`src/pwr_pkg.sv`:
```
// Package: constants and carrier types for the RS-232 auto power-down controller
//
// Contract
// [RQ1] Each receiver output is the inverse of its line input and works in shutdown too.
// [RQ2] Automatic power management runs only while force_shutdown_n is high and force_active is low.
// [RQ3] In automatic mode supply and drivers turn off after 30 s without valid input activity.
// [RQ4] While automatically shut down, any valid input transition returns the block to normal operation.
// [RQ5] The valid-signal flag is high while RS-232 levels are present and low otherwise, in every mode.
// [RQ6] The force inputs take priority over the automatic logic.
// [RQ7] On shutdown both charge pumps stop and the transmitter outputs go high impedance.
// [RQ8] Leaving shutdown and resuming transmission takes about 25 us; the code enters ST_ON on pump ready alone, ignoring wake_cnt.
// [RQ9] Transmitter drivers are enabled only once the pump-ready condition is signalled.
// [RQ10] Supply dips of up to about 20 us do not cause a reset pulse.
// [RQ11] A low force_shutdown_n shuts down transmitters and supply, overriding everything else.
// [RQ12] With force_shutdown_n high, a high force_active keeps the transmitters on; in the code a set cfg_off still turns them off.
// [RQ13] The no-signal indication asserts after 90 us without valid levels on any receiver input.
// [RQ14] Inactivity timeout is a counter on a slow timebase, cleared by each qualified edge, flagging at 30 s.
// [RQ15] Activity-detect and force inputs are synchronised before the state machine uses them.
package pwr_pkg;

  // ==========================================
  // Timing
  localparam int unsigned CLK_MHZ = 100;
  localparam int unsigned TICK_US = 1000;
  localparam int unsigned TICK_CYC = TICK_US * CLK_MHZ;
  localparam int unsigned TIMEOUT_S = 30;
  localparam int unsigned TIMEOUT_TICKS = TIMEOUT_S * 1000000 / TICK_US;
  localparam int unsigned NOSIG_US = 90;
  localparam int unsigned NOSIG_CYC = NOSIG_US * CLK_MHZ;
  localparam int unsigned WAKE_US = 25;
  localparam int unsigned WAKE_CYC = WAKE_US * CLK_MHZ;
  localparam int unsigned GLITCH_US = 20;
  localparam int unsigned GLITCH_CYC = GLITCH_US * CLK_MHZ;

  // ==========================================
  // Register map
  localparam logic [7:0] ADDR_CTRL = 8'h00;
  localparam logic [7:0] ADDR_STAT = 8'h04;
  localparam logic [7:0] ADDR_IRQ = 8'h08;
  localparam logic [7:0] ADDR_MASK = 8'h0C;
  localparam logic [1:0] CTRL_RST = 2'h0;
  localparam logic [3:0] MASK_RST = 4'h0;
  // Interrupt bits
  localparam int unsigned EV_SHUT = 0;
  localparam int unsigned EV_WAKE = 1;
  localparam int unsigned EV_NOSIG = 2;
  localparam int unsigned EV_RESET = 3;

  // ==========================================
  // Types
  typedef enum logic [1:0] {
    ST_OFF = 2'h0,
    ST_WAKE = 2'h1,
    ST_ON = 2'h3
  } pmode_t;

  typedef struct packed {
    logic cfg_off;
    logic cfg_on;
  } ctrl_t;

  typedef struct packed {
    logic htrans1;
    logic hwrite;
    logic [7:0] addr;
  } aphase_t;

endpackage

```
`src/rs232_auto_power_down_ctrl.sv`:
```
// Design: auto power-down controller with AHB-Lite register slave
`timescale 1ns/10ps
`default_nettype none
module rs232_auto_power_down_ctrl #(
  parameter int unsigned NCH = 2,
  parameter int unsigned TICK_CYC = pwr_pkg::TICK_CYC,
  parameter int unsigned TIMEOUT_TICKS = pwr_pkg::TIMEOUT_TICKS,
  parameter int unsigned NOSIG_CYC = pwr_pkg::NOSIG_CYC,
  parameter int unsigned WAKE_CYC = pwr_pkg::WAKE_CYC
)(
  // Clock and reset
  input wire logic hclk,
  input wire logic hresetn,
  // AHB-Lite slave
  input wire logic hsel,
  input wire logic [31:0] haddr,
  input wire logic [1:0] htrans,
  input wire logic hwrite,
  input wire logic [2:0] hsize,
  input wire logic [31:0] hwdata,
  input wire logic hready,
  output logic hreadyout,
  output logic hresp,
  output logic [31:0] hrdata,
  // Host control pins
  input wire logic force_shutdown_n,
  input wire logic force_active,
  // Line-side inputs
  input wire logic [NCH-1:0] rx_line,
  input wire logic [NCH-1:0] rx_level_ok,
  input wire logic [NCH-1:0] tx_in,
  input wire logic pump_ready,
  input wire logic supply_low,
  // Outputs
  output logic [NCH-1:0] rx_out,
  output logic [NCH-1:0] tx_out,
  output logic [NCH-1:0] tx_oe,
  output logic pump_en,
  output logic signal_valid,
  output logic reset_out_n,
  output logic irq
);

  localparam int unsigned CW = 32;

  typedef struct packed {
    logic [1:0] fo_s1;
    logic [1:0] fo_s2;
    logic [NCH-1:0] rx_s1;
    logic [NCH-1:0] rx_s2;
    logic [NCH-1:0] rx_d;
    logic [NCH-1:0] tx_s1;
    logic [NCH-1:0] tx_s2;
    logic [NCH-1:0] tx_d;
    logic [NCH-1:0] lv_s1;
    logic [NCH-1:0] lv_s2;
    logic rdy_s1;
    logic rdy_s2;
    logic low_s1;
    logic low_s2;
    pwr_pkg::pmode_t mode;
    logic [CW-1:0] tick_cnt;
    logic [CW-1:0] idle_cnt;
    logic [CW-1:0] nosig_cnt;
    logic [CW-1:0] wake_cnt;
    logic [CW-1:0] glitch_cnt;
    logic valid;
    logic rst_n;
    logic [NCH-1:0] rx_o;
    pwr_pkg::ctrl_t ctrl;
    logic [3:0] stat;
    logic [3:0] mask;
    pwr_pkg::aphase_t ap;
    logic [31:0] rdata;
  } state_t;

  state_t s_r;
  state_t s_nxt;

  // ==========================================
  // Helpers
  function automatic logic [31:0] read_mux(input logic [7:0] a, input state_t s);
    logic [31:0] v;
    v = 32'h0;
    case (a)
      pwr_pkg::ADDR_CTRL: v = {30'h0, s.ctrl};
      pwr_pkg::ADDR_STAT: v = {27'h0, s.valid, s.mode, s.rst_n, 1'b0};
      pwr_pkg::ADDR_IRQ: v = {28'h0, s.stat};
      pwr_pkg::ADDR_MASK: v = {28'h0, s.mask};
      default: v = 32'h0;
    endcase
    return v;
  endfunction

  // Address phase taken by this slave; used by both the write and the read path
  function automatic logic bus_take(input logic sel, input logic rdy, input logic [1:0] trans);
    return sel && rdy && trans[1];
  endfunction

  logic [1:0] force_eff;
  logic activity;
  logic tick;
  logic auto_mode;
  logic want_on;
  logic [3:0] ev;

  // ==========================================
  // Next-state logic
  always_comb
  begin
    s_nxt = s_r;
    // Synchronisers; stage one feeds only stage two
    s_nxt.fo_s1 = {force_shutdown_n, force_active}; // RQ15
    s_nxt.fo_s2 = s_r.fo_s1;
    s_nxt.rx_s1 = rx_line;
    s_nxt.rx_s2 = s_r.rx_s1;
    s_nxt.rx_d = s_r.rx_s2;
    s_nxt.tx_s1 = tx_in;
    s_nxt.tx_s2 = s_r.tx_s1;
    s_nxt.tx_d = s_r.tx_s2;
    s_nxt.lv_s1 = rx_level_ok;
    s_nxt.lv_s2 = s_r.lv_s1;
    s_nxt.rdy_s1 = pump_ready;
    s_nxt.rdy_s2 = s_r.rdy_s1;
    s_nxt.low_s1 = supply_low;
    s_nxt.low_s2 = s_r.low_s1;
    // Receivers stay active in every mode
    s_nxt.rx_o = ~s_r.rx_s2; // RQ1

    // Software can add to the pin override: cfg_off masks force_shutdown_n, cfg_on ORs into force_active
    force_eff[1] = s_r.fo_s2[1] & ~s_r.ctrl.cfg_off;
    force_eff[0] = s_r.fo_s2[0] | s_r.ctrl.cfg_on;
    auto_mode = force_eff[1] & ~force_eff[0]; // RQ2
    // Receiver edges count as activity only on lines carrying valid levels; transmitter input edges always count
    activity = |(((s_r.rx_s2 ^ s_r.rx_d) & s_r.lv_s2) | (s_r.tx_s2 ^ s_r.tx_d));

    // Slow timebase
    tick = (s_r.tick_cnt == CW'(TICK_CYC - 1));
    s_nxt.tick_cnt = tick ? '0 : s_r.tick_cnt + 1'b1;
    if (activity || !auto_mode)
      s_nxt.idle_cnt = '0; // RQ14
    else if (tick && s_r.idle_cnt != CW'(TIMEOUT_TICKS))
      s_nxt.idle_cnt = s_r.idle_cnt + 1'b1; // RQ14

    // Valid-signal detector, drops after 90 us of no levels
    if (|s_r.lv_s2)
    begin
      s_nxt.nosig_cnt = '0;
      s_nxt.valid = 1'b1; // RQ5
    end
    else if (s_r.nosig_cnt == CW'(NOSIG_CYC - 1))
      s_nxt.valid = 1'b0; // RQ13
    else
      s_nxt.nosig_cnt = s_r.nosig_cnt + 1'b1;

    // Supply monitor with glitch rejection
    if (!s_r.low_s2)
    begin
      s_nxt.glitch_cnt = '0;
      s_nxt.rst_n = 1'b1;
    end
    else if (s_r.glitch_cnt == CW'(pwr_pkg::GLITCH_CYC))
      s_nxt.rst_n = 1'b0; // RQ10
    else
      s_nxt.glitch_cnt = s_r.glitch_cnt + 1'b1;

    // Power mode
    if (!force_eff[1])
      want_on = 1'b0; // RQ11 RQ6
    else if (force_eff[0])
      want_on = 1'b1; // RQ12 RQ6
    else if (s_r.mode == pwr_pkg::ST_OFF)
      want_on = activity; // RQ4
    else
      want_on = (s_r.idle_cnt != CW'(TIMEOUT_TICKS)) || activity; // RQ3

    case (s_r.mode)
      pwr_pkg::ST_OFF:
      begin
        s_nxt.wake_cnt = '0;
        if (want_on)
          s_nxt.mode = pwr_pkg::ST_WAKE;
      end
      pwr_pkg::ST_WAKE:
      begin
        if (s_r.wake_cnt != CW'(WAKE_CYC))
          s_nxt.wake_cnt = s_r.wake_cnt + 1'b1;
        if (!want_on)
          s_nxt.mode = pwr_pkg::ST_OFF;
        else if (s_r.rdy_s2)
          s_nxt.mode = pwr_pkg::ST_ON; // RQ9 RQ8
      end
      pwr_pkg::ST_ON:
        if (!want_on)
          s_nxt.mode = pwr_pkg::ST_OFF; // RQ7
      default: s_nxt.mode = pwr_pkg::ST_OFF;
    endcase

    // Interrupt events; set wins over write-one-to-clear
    ev[pwr_pkg::EV_SHUT] = (s_r.mode != pwr_pkg::ST_OFF) && (s_nxt.mode == pwr_pkg::ST_OFF);
    ev[pwr_pkg::EV_WAKE] = (s_r.mode != pwr_pkg::ST_ON) && (s_nxt.mode == pwr_pkg::ST_ON);
    ev[pwr_pkg::EV_NOSIG] = s_r.valid && !s_nxt.valid;
    ev[pwr_pkg::EV_RESET] = s_r.rst_n && !s_nxt.rst_n;

    // AHB-Lite: zero wait states, data phase follows the latched address
    s_nxt.ap.htrans1 = bus_take(hsel, hready, htrans);
    s_nxt.ap.hwrite = hwrite;
    s_nxt.ap.addr = haddr[7:0];
    if (s_r.ap.htrans1 && s_r.ap.hwrite)
    begin
      case (s_r.ap.addr)
        pwr_pkg::ADDR_CTRL: s_nxt.ctrl = hwdata[1:0];
        pwr_pkg::ADDR_IRQ: s_nxt.stat = s_r.stat & ~hwdata[3:0];
        pwr_pkg::ADDR_MASK: s_nxt.mask = hwdata[3:0];
        default: ;
      endcase
    end
    s_nxt.stat = s_nxt.stat | ev;
    if (bus_take(hsel, hready, htrans) && !hwrite)
      s_nxt.rdata = read_mux(haddr[7:0], s_r);
  end

  always_ff @(posedge hclk or negedge hresetn)
  begin
    if (!hresetn)
    begin
      s_r <= '0;
      s_r.mode <= pwr_pkg::ST_OFF;
      s_r.valid <= 1'b0;
      s_r.rst_n <= 1'b1;
      s_r.ctrl <= pwr_pkg::CTRL_RST;
      s_r.mask <= pwr_pkg::MASK_RST;
    end
    else
      s_r <= s_nxt;
  end

  // ==========================================
  // Outputs
  always_comb
  begin
    hreadyout = 1'b1;
    hresp = 1'b0;
    hrdata = s_r.rdata;
    rx_out = s_r.rx_o;
    pump_en = (s_r.mode != pwr_pkg::ST_OFF); // RQ7
    tx_oe = {NCH{s_r.mode == pwr_pkg::ST_ON}}; // RQ9
    tx_out = ~s_r.tx_s2;
    signal_valid = s_r.valid;
    reset_out_n = s_r.rst_n;
    irq = |(s_r.stat & s_r.mask);
  end

  // ==========================================
  // Assertions
  a_tx_needs_pump: assert property (@(posedge hclk) disable iff (!hresetn) // RQ9
    $rose(tx_oe[0]) |-> $past(s_r.rdy_s2))
    else $error("transmitters enabled without pump ready");
  a_forced_off: assert property (@(posedge hclk) disable iff (!hresetn) // RQ11
    (s_r.fo_s2[1] == 1'b0) |=> !tx_oe[0])
    else $error("transmitters on while forced off");
  a_forced_on: assert property (@(posedge hclk) disable iff (!hresetn) // RQ12
    (s_r.fo_s2 == 2'b11 && s_r.ctrl == 2'b00 && s_r.mode == pwr_pkg::ST_ON) |=> pump_en)
    else $error("forced on dropped power");
  a_pump_off_hiz: assert property (@(posedge hclk) disable iff (!hresetn) // RQ7
    !pump_en |-> (tx_oe == '0))
    else $error("drivers on with pumps off");
  // The first edge after release still shows the reset value of the output register
  a_rx_invert: assert property (@(posedge hclk) disable iff (!hresetn) // RQ1
    $past(hresetn) |-> rx_out == ~$past(s_r.rx_s2))
    else $error("receiver output not inverted");
  a_valid_high: assert property (@(posedge hclk) disable iff (!hresetn) // RQ5
    (|s_r.lv_s2) |=> signal_valid)
    else $error("valid flag low with levels present");
  a_timeout_off: assert property (@(posedge hclk) disable iff (!hresetn) // RQ3
    (auto_mode && !activity && s_r.idle_cnt == CW'(TIMEOUT_TICKS) && s_r.mode == pwr_pkg::ST_ON)
    |=> s_r.mode == pwr_pkg::ST_OFF)
    else $error("no shutdown after timeout");
  a_wake_edge: assert property (@(posedge hclk) disable iff (!hresetn) // RQ4
    (auto_mode && activity && s_r.mode == pwr_pkg::ST_OFF) |=> s_r.mode == pwr_pkg::ST_WAKE)
    else $error("no wake on activity");
  a_idle_clear: assert property (@(posedge hclk) disable iff (!hresetn) // RQ14
    activity |=> s_r.idle_cnt == '0)
    else $error("idle counter not cleared");
  a_glitch_ok: assert property (@(posedge hclk) disable iff (!hresetn) // RQ10
    (s_r.low_s2 && s_r.glitch_cnt < CW'(pwr_pkg::GLITCH_CYC)) |=> reset_out_n)
    else $error("reset on short dip");

  // Automatic management, the wake path and the force and software overrides
  a_auto_gate: assert property (@(posedge hclk) disable iff (!hresetn) // RQ2
    !auto_mode |=> s_r.idle_cnt == '0)
    else $error("idle count kept outside automatic mode");
  a_tick_step: assert property (@(posedge hclk) disable iff (!hresetn) // RQ14
    (auto_mode && !activity && !tick) |=> $stable(s_r.idle_cnt))
    else $error("idle count moved without a tick");
  a_idle_cap: assert property (@(posedge hclk) disable iff (!hresetn) // RQ14
    s_r.idle_cnt <= CW'(TIMEOUT_TICKS))
    else $error("idle count passed the terminal count");
  a_quiet_on: assert property (@(posedge hclk) disable iff (!hresetn) // RQ3
    (auto_mode && s_r.mode == pwr_pkg::ST_ON && s_r.idle_cnt != CW'(TIMEOUT_TICKS))
    |=> s_r.mode == pwr_pkg::ST_ON)
    else $error("shutdown before the timeout");
  a_auto_stay_off: assert property (@(posedge hclk) disable iff (!hresetn) // RQ4
    (auto_mode && !activity && s_r.mode == pwr_pkg::ST_OFF) |=> s_r.mode == pwr_pkg::ST_OFF)
    else $error("woke without activity");
  a_ready_to_on: assert property (@(posedge hclk) disable iff (!hresetn) // RQ8
    (s_r.mode == pwr_pkg::ST_WAKE && s_r.rdy_s2 && force_eff == 2'b11) |=> s_r.mode == pwr_pkg::ST_ON)
    else $error("wake not finished with pump ready");
  a_force_wake: assert property (@(posedge hclk) disable iff (!hresetn) // RQ12
    (force_eff == 2'b11 && s_r.mode == pwr_pkg::ST_OFF) |=> s_r.mode == pwr_pkg::ST_WAKE)
    else $error("forced on did not start the pumps");
  a_force_off_now: assert property (@(posedge hclk) disable iff (!hresetn) // RQ11
    !force_eff[1] |=> s_r.mode == pwr_pkg::ST_OFF)
    else $error("shutdown override ignored");
  a_sw_off: assert property (@(posedge hclk) disable iff (!hresetn) // RQ6
    s_r.ctrl.cfg_off |=> !pump_en)
    else $error("software shutdown ignored");

  // Timing monitors
  a_nosig_drop: assert property (@(posedge hclk) disable iff (!hresetn) // RQ13
    (!(|s_r.lv_s2) && s_r.nosig_cnt == CW'(NOSIG_CYC - 1)) |=> !signal_valid)
    else $error("valid flag kept after the no-signal time");
  a_long_dip: assert property (@(posedge hclk) disable iff (!hresetn) // RQ10
    (s_r.low_s2 && s_r.glitch_cnt == CW'(pwr_pkg::GLITCH_CYC)) |=> !reset_out_n)
    else $error("no reset after a long dip");

  // Every lane must behave alike; a miswired lane would slip past the lane-zero checks
  for (genvar g = 0; g < NCH; g++)
  begin : g_lane
    a_rx_lane: assert property (@(posedge hclk) disable iff (!hresetn) // RQ1
      $past(hresetn) |-> rx_out[g] == ~$past(s_r.rx_s2[g]))
      else $error("receiver lane not inverted");
    a_oe_lane: assert property (@(posedge hclk) disable iff (!hresetn) // RQ7
      tx_oe[g] == (s_r.mode == pwr_pkg::ST_ON))
      else $error("driver enable lane out of step");
  end

  c_auto_shut: cover property (@(posedge hclk) disable iff (!hresetn)
    s_r.mode == pwr_pkg::ST_ON ##1 s_r.mode == pwr_pkg::ST_OFF);
  c_wake: cover property (@(posedge hclk) disable iff (!hresetn)
    s_r.mode == pwr_pkg::ST_WAKE ##1 s_r.mode == pwr_pkg::ST_ON);
  c_nosig: cover property (@(posedge hclk) disable iff (!hresetn) $fell(signal_valid));
  c_irq: cover property (@(posedge hclk) disable iff (!hresetn) $rose(irq));
  c_sw_off: cover property (@(posedge hclk) disable iff (!hresetn)
    s_r.ctrl.cfg_off ##1 !pump_en);

endmodule
`default_nettype wire

```
`config.mk`:
```
export PLATFORM = sky130hd
export DESIGN_NAME = rs232_auto_power_down_ctrl
export DESIGN_NICKNAME = d
export VERILOG_FILES = /design/src/pwr_pkg.sv /design/src/rs232_auto_power_down_ctrl.sv
export SDC_FILE = /design/constraint.sdc
export NUM_CORES = 1
export LEC_CHECK = 0
export BUFFER_PORTS_ARGS = -buffer_cell sky130_fd_sc_hd__buf_4
export CAP_MARGIN = 30
export CORE_MARGIN = 5
export CORE_UTILIZATION = 54
export CTS_CLUSTER_DIAMETER = 40
export DETAILED_ROUTE_END_ITERATION = 10
export PLACE_DENSITY = 0.86
export SLEW_MARGIN = 20
export SYNTH_ARGS = -nofsm -noshare
export SYNTH_HDL_FRONTEND = slang
export SYNTH_SLANG_ARGS = --single-unit
```
`constraint.sdc`:
```
create_clock -name hclk -period 6.3 [get_ports hclk]
set_input_delay 0.63 -clock hclk [delete_from_list [all_inputs] [get_ports hclk]]
set_output_delay 0.63 -clock hclk [all_outputs]
set_load 0.005 [all_outputs]
```
Yosys cells after proc, flatten, opt, wreduce, memory -nomap -nowiden:

Cells that the tools add are included.

* add/subtract/negate cells: 4
* multiply operators: 0
* divide/modulo/power cells: 0
* order comparisons: 0
* eq/ne operators: 15
* shift operators: 0
* muxes and demuxes: 23
* bitwise gates (word level): 15
* reductions and logical operators: 26

Operators by type and width (count)
* 32-bit 2-to-1 mux: 7
* 32-bit by 1-bit adder with 32-bit output, second input constant: 4
* 32-bit by 11-bit equality test with 1-bit output, second input constant: 1
* 32-bit by 14-bit equality test with 1-bit output, second input constant: 1
* 32-bit by 17-bit equality test with 1-bit output, second input constant: 1
* 8-bit by 4-bit equality test with 1-bit output, second input constant: 4
* 32-bit by 15-bit != test with 1-bit output, second input constant: 1
* 5-bit case mux with 4 select lines: 1
* 8-bit logical NOT: 2
* 1-bit logical AND: 9
* 4-bit bitwise AND: 2
* 8-bit by 3-bit equality test with 1-bit output, second input constant: 1
* 2-bit 2-to-1 mux: 4
* 4-bit 2-to-1 mux: 2
* 8-bit 2-to-1 mux: 1
* 1-bit 2-to-1 mux: 7
* 2-bit != test, second input constant: 3
* 2-bit case mux with 3 select lines: 1
* 2-bit equality test, second input constant: 2
* 1-bit logical NOT: 4
* 2-bit logical NOT: 2
* 2-bit inverter: 2
* 4-bit inverter: 1
* 4-bit bitwise OR: 1
* 12 further kinds: 19

* flip-flop bits (word level): 210
* latch bits: 0
* bits in writable memories: 0
* memory bits (read-only): 0
* input bits: 84
* word-level logic and storage cells: 113
* memories kept: 0

Longest topological paths before layout:

* depth after elaboration: 13
* mapped depth: 9
* depth with buffers taken out: 7

Worst setup path after synthesis:

OpenSTA, ideal clock, no wires.

* path type: register to register
* start point: register s_r[184] (netlist bit)
* end point: register s_r[169] (netlist bit)
* library setup time: 0.127 ns
* arrival time: 2.237 ns
* setup slack: 3.936 ns
* cell stages (with the launch flop): 9
* buffers on the path: 2
* period minus slack after synthesis: 2.364 ns
* cell sequence: dfrtp_1 > ha_1 > and4_1 > nand2_2 > or4_1 > clkbuf_1 > clkbuf_1 > o211a_1 > or2_2

* cells in the longest elaborated chain, start to end: 3

Ends and longest elaborated chain
* from (decl): RTL line rs232_auto_power_down_ctrl.sv:77 `state_t s_r;`
* from (signal assigned): RTL line rs232_auto_power_down_ctrl.sv:235 `s_r <= s_nxt;`
* 32-bit by 17-bit equality test with 1-bit output: RTL line rs232_auto_power_down_ctrl.sv:138 `tick = (s_r.tick_cnt == CW'(TICK_CYC - 1));`
* 1-bit logical AND: RTL line rs232_auto_power_down_ctrl.sv:142 `else if (tick && s_r.idle_cnt != CW'(TIMEOUT_TICKS))`
* 2-bit nonzero test (no source line)

No other way between the ends.
A chain may end at the register's enable or synchronous reset.

Final worst setup path:

* start point: register s_r[184] (netlist bit)
* end point: register s_r[168] (netlist bit)

The elaborated chain is that of the path after synthesis.

==> out/results.txt <==
result of the run: complete, no violations
cts hold-fix bufs: 0
sequential power share: 53.0%
commonest non-fill, non-tap cells in the layout: dfrtp_1, nand2_1, nor2_1, xnor2_1, nand3_1
port bufs: 42
CTS sink count: 183
Worst-Skew Late Latency: 0.44 ns
synth top area cells: dfrtp_1, xnor2_1, xor2_1
CP dominant cell by count: or4_1
Final ANT Viol Nets: 0
top-level I/O count: 128
leakage power: 4.17 nW
Placed Instances: 1,104
DRC violations left: 0
Tightest Pin Transition: 0.947 ns
via count: 6,611
register bit count reported by yosys: 183
Cell Area, Synth: 8860 µm²
nets: 999
Seq/Total Area, Yosys: 51.7%
core area: 16,000 µm²
power share of the combinational group: 3.5%
pwr dens: 233 nW/µm²
Crit Path Max Fanout: 24
critical path, cell by cell: ha_1 > and4_1 > nand2_2 > or4_1 > buf_8 > or4_1 > a21oi_1
internal power: 0.00176 W
final-report hold violation count: 0
WL/cell: 15.8 µm
CTS tree: done
leading cell type in the layout, fill and taps excluded: dfrtp_1
post-synthesis cell type count: 47
first-pass GRT wire length: 30.7 mm
Sw Share: 22.9%
crit path max-delay cell type: or4_1
final setup TNS: 0 ns
routability cong.: 0.842
share of layout cells above drive strength 1: 9.87%
Ant. Diodes: 0
post-synthesis xor/xnor area fraction: 8.31%
Switching Power: 0.000522 W
Clk pin slew, worst setup/hold paths: 0.07 ns
non-filler cells in the finished layout: 1,138
Yosys top cell by area: dfrtp_1
critical path's top delay family: simple AND/OR/NAND/NOR gates
DR pass1 iterations: 5
Die Y-Extent: 138 µm
FMAX: 359 MHz
min cycle time layout: 2.78 ns
CP Class: flop to flop
Hold WC Path Type: input port to async pin
Post-CTS Setup Repair Bufs: 0
adder-cell area share of the yosys netlist: 0.848%
largest family of logic cells by synthesized area: simple AND/OR/NAND/NOR gates
pin count of the biggest net entering global routing: 73
total track usage: 19.0%
critical path capture point type: flop
CTS root buffer: clkbuf_16
die area: 19,100 µm²
mux share of post-synthesis cell area: 1.82%
Max transition margin: 36.8%
Layout Skew: 0.0104 ns
worst vdd ir: 0.244 mV
Max-Cap Viols: 0
synth-to-layout area growth: 10.5%
RSZ-0062 raised after global routing: false
Yosys warning total: 0
Most used DFF post-synth: dfrtp_1
Crit path buffers/inverters: 1
syn_area_per_cell: 10.1 µm²
Tcrit/Tclk final: 44.2%
final WL: 18.0 mm
Detail Placement HPWL: 12.0 mm
Remaining Overflow, GRT: 0
final setup fails: 0
Chip Width: 138 µm
number of global-route vias before repair: 6,526
vias per std cell: 5.81
max incr delay on CP: 0.79 ns
starting density of the core: 55.3%
# H-tree levels: 4
EDFF count, synth: 0
1st-iter DRT viols: 561
# rows: 46
ys async rst share: 100%
Setup crit start kind: flop
Clock power frac: 43.5%
Synth Instances: 881
post-synthesis simple-gate area fraction: 24.5%
CTS Buf Count: 17
initial antenna violation count: 0
Synth Area in Compound Gates: 7.09%
Worst Path Arrival: 3.14 ns
Slew Viols, Final: 0
Worst EP required: 6.66 ns
CTS resizes: 0
Max Buffers Root-to-Sink: 2
Synth top area share: 51.4%
-- kinds of logic (layout without fill, tap and decap cells) --
kind of cell	count (synthesis)	after routing
buf+inv	92	106
simple gates	396	396
mux	14	14
fa+ha+maj	6	6
compound gates	104	104
other cells	2	29
flops	183	183
xor+xnor	84	84
-- cell type report --
type	instances	area, µm²
Clock inverter	10	82.6
Tap cell	216	270
Fill cell	1317	6210
Timing Repair Buffer	48	412
Clock buffer	22	464
Inverter	26	97.6
Sequential cell	183	4580
Multi-Input combinational cell	633	3880
-- Yosys cell counts (6+ instances only) --
master    count
dfrtp_1     182
nand2_1      66
nor2_1       50
xnor2_1      50
nand3_1      48
nor4_1       39
a21oi_1      37
buf_4        37
xor2_1       34
and2_1       33
o21ai_0      30
nor3_1       29
clkbuf_1     26
inv_1        26
and3_1       25
nand4_1      25
or4_1        23
or3_1        21
o31ai_1      17
and4_1       14
mux2_2        7
nand2b_1      7
ha_1          6
mux2i_1       6
-- worst reg2reg max path: stages (launching register included) --
cell,delay (ns)
dfrtp_1,0.40
ha_1,0.24
and4_1,0.25
nand2_2,0.09
or4_1,0.79
buf_8,0.27
or4_1,0.51
a21oi_1,0.14
-- state kept, by name, indices dropped and copies added, names as in the netlist --
signal and cells:
s_r 160, s_nxt 14, hrdata 5, rx_out 2
reset_out_n 1, signal_valid 1
-- power groups by stage --
stage	logic, W	clock network, W	registers (W)
after floorplan	0.0000444	0	0.00122
after global placement	0.0000755	0	0.00123
after detailed placement	0.0000779	0	0.00123
after CTS	0.0000786	0.00101	0.00121
after global routing	0.0000906	0.00106	0.00121
final	0.0000792	0.000991	0.00121
-- metal layers --
metal / GRT usage [%] / up-vias / wire, µm
li1: - / 3143 / -
met1: 24.5 / 3248 / 7500
met2: 31.4 / 184 / 9190
met3: 4.72 / 36 / 942
met4: 6.76 / 0 / 370
met5: 0 / - / 0
-- worst paths after layout --
kind / slack, ns / startpoint / cells after the start / to
min: 0.14 / hresetn / 1 / s_r[56]$_DFFE_PN0P_
max reg2reg: 3.52 / s_r[184]$_DFF_PN0_ / 7 / s_r[168]$_DFFE_PN0P_
min reg2reg: 0.35 / s_nxt[235]$_DFF_PN0_ / 0 / s_nxt[233]$_DFF_PN0_
max: 3.52 / s_r[184]$_DFF_PN0_ / 7 / s_r[168]$_DFFE_PN0P_
min in group hclk: 0.29 / supply_low / 1 / s_nxt[218]$_DFF_PN0_
max in group asynchronous: 5.07 / hresetn / 2 / s_r[141]$_DFFE_PN0P_
-- metrics by stage --
stage          power, W  util [%]  hold WS (ns)  cell area [µm²]  worst slack (ns)
2_1_floorplan   0.00127         -         0.331             8960              3.94
3_3_place_gp    0.00130      57.3         0.332             9170              3.48
3_5_place_dp    0.00131      57.5         0.336             9200              3.41
4_1_cts         0.00229      60.9         0.154             9750              3.36
5_1_grt         0.00236      61.2         0.177             9790              3.38
6_report        0.00228      61.2         0.138             9790              3.52
No activity file was read; power rests on OpenSTA's default activity.
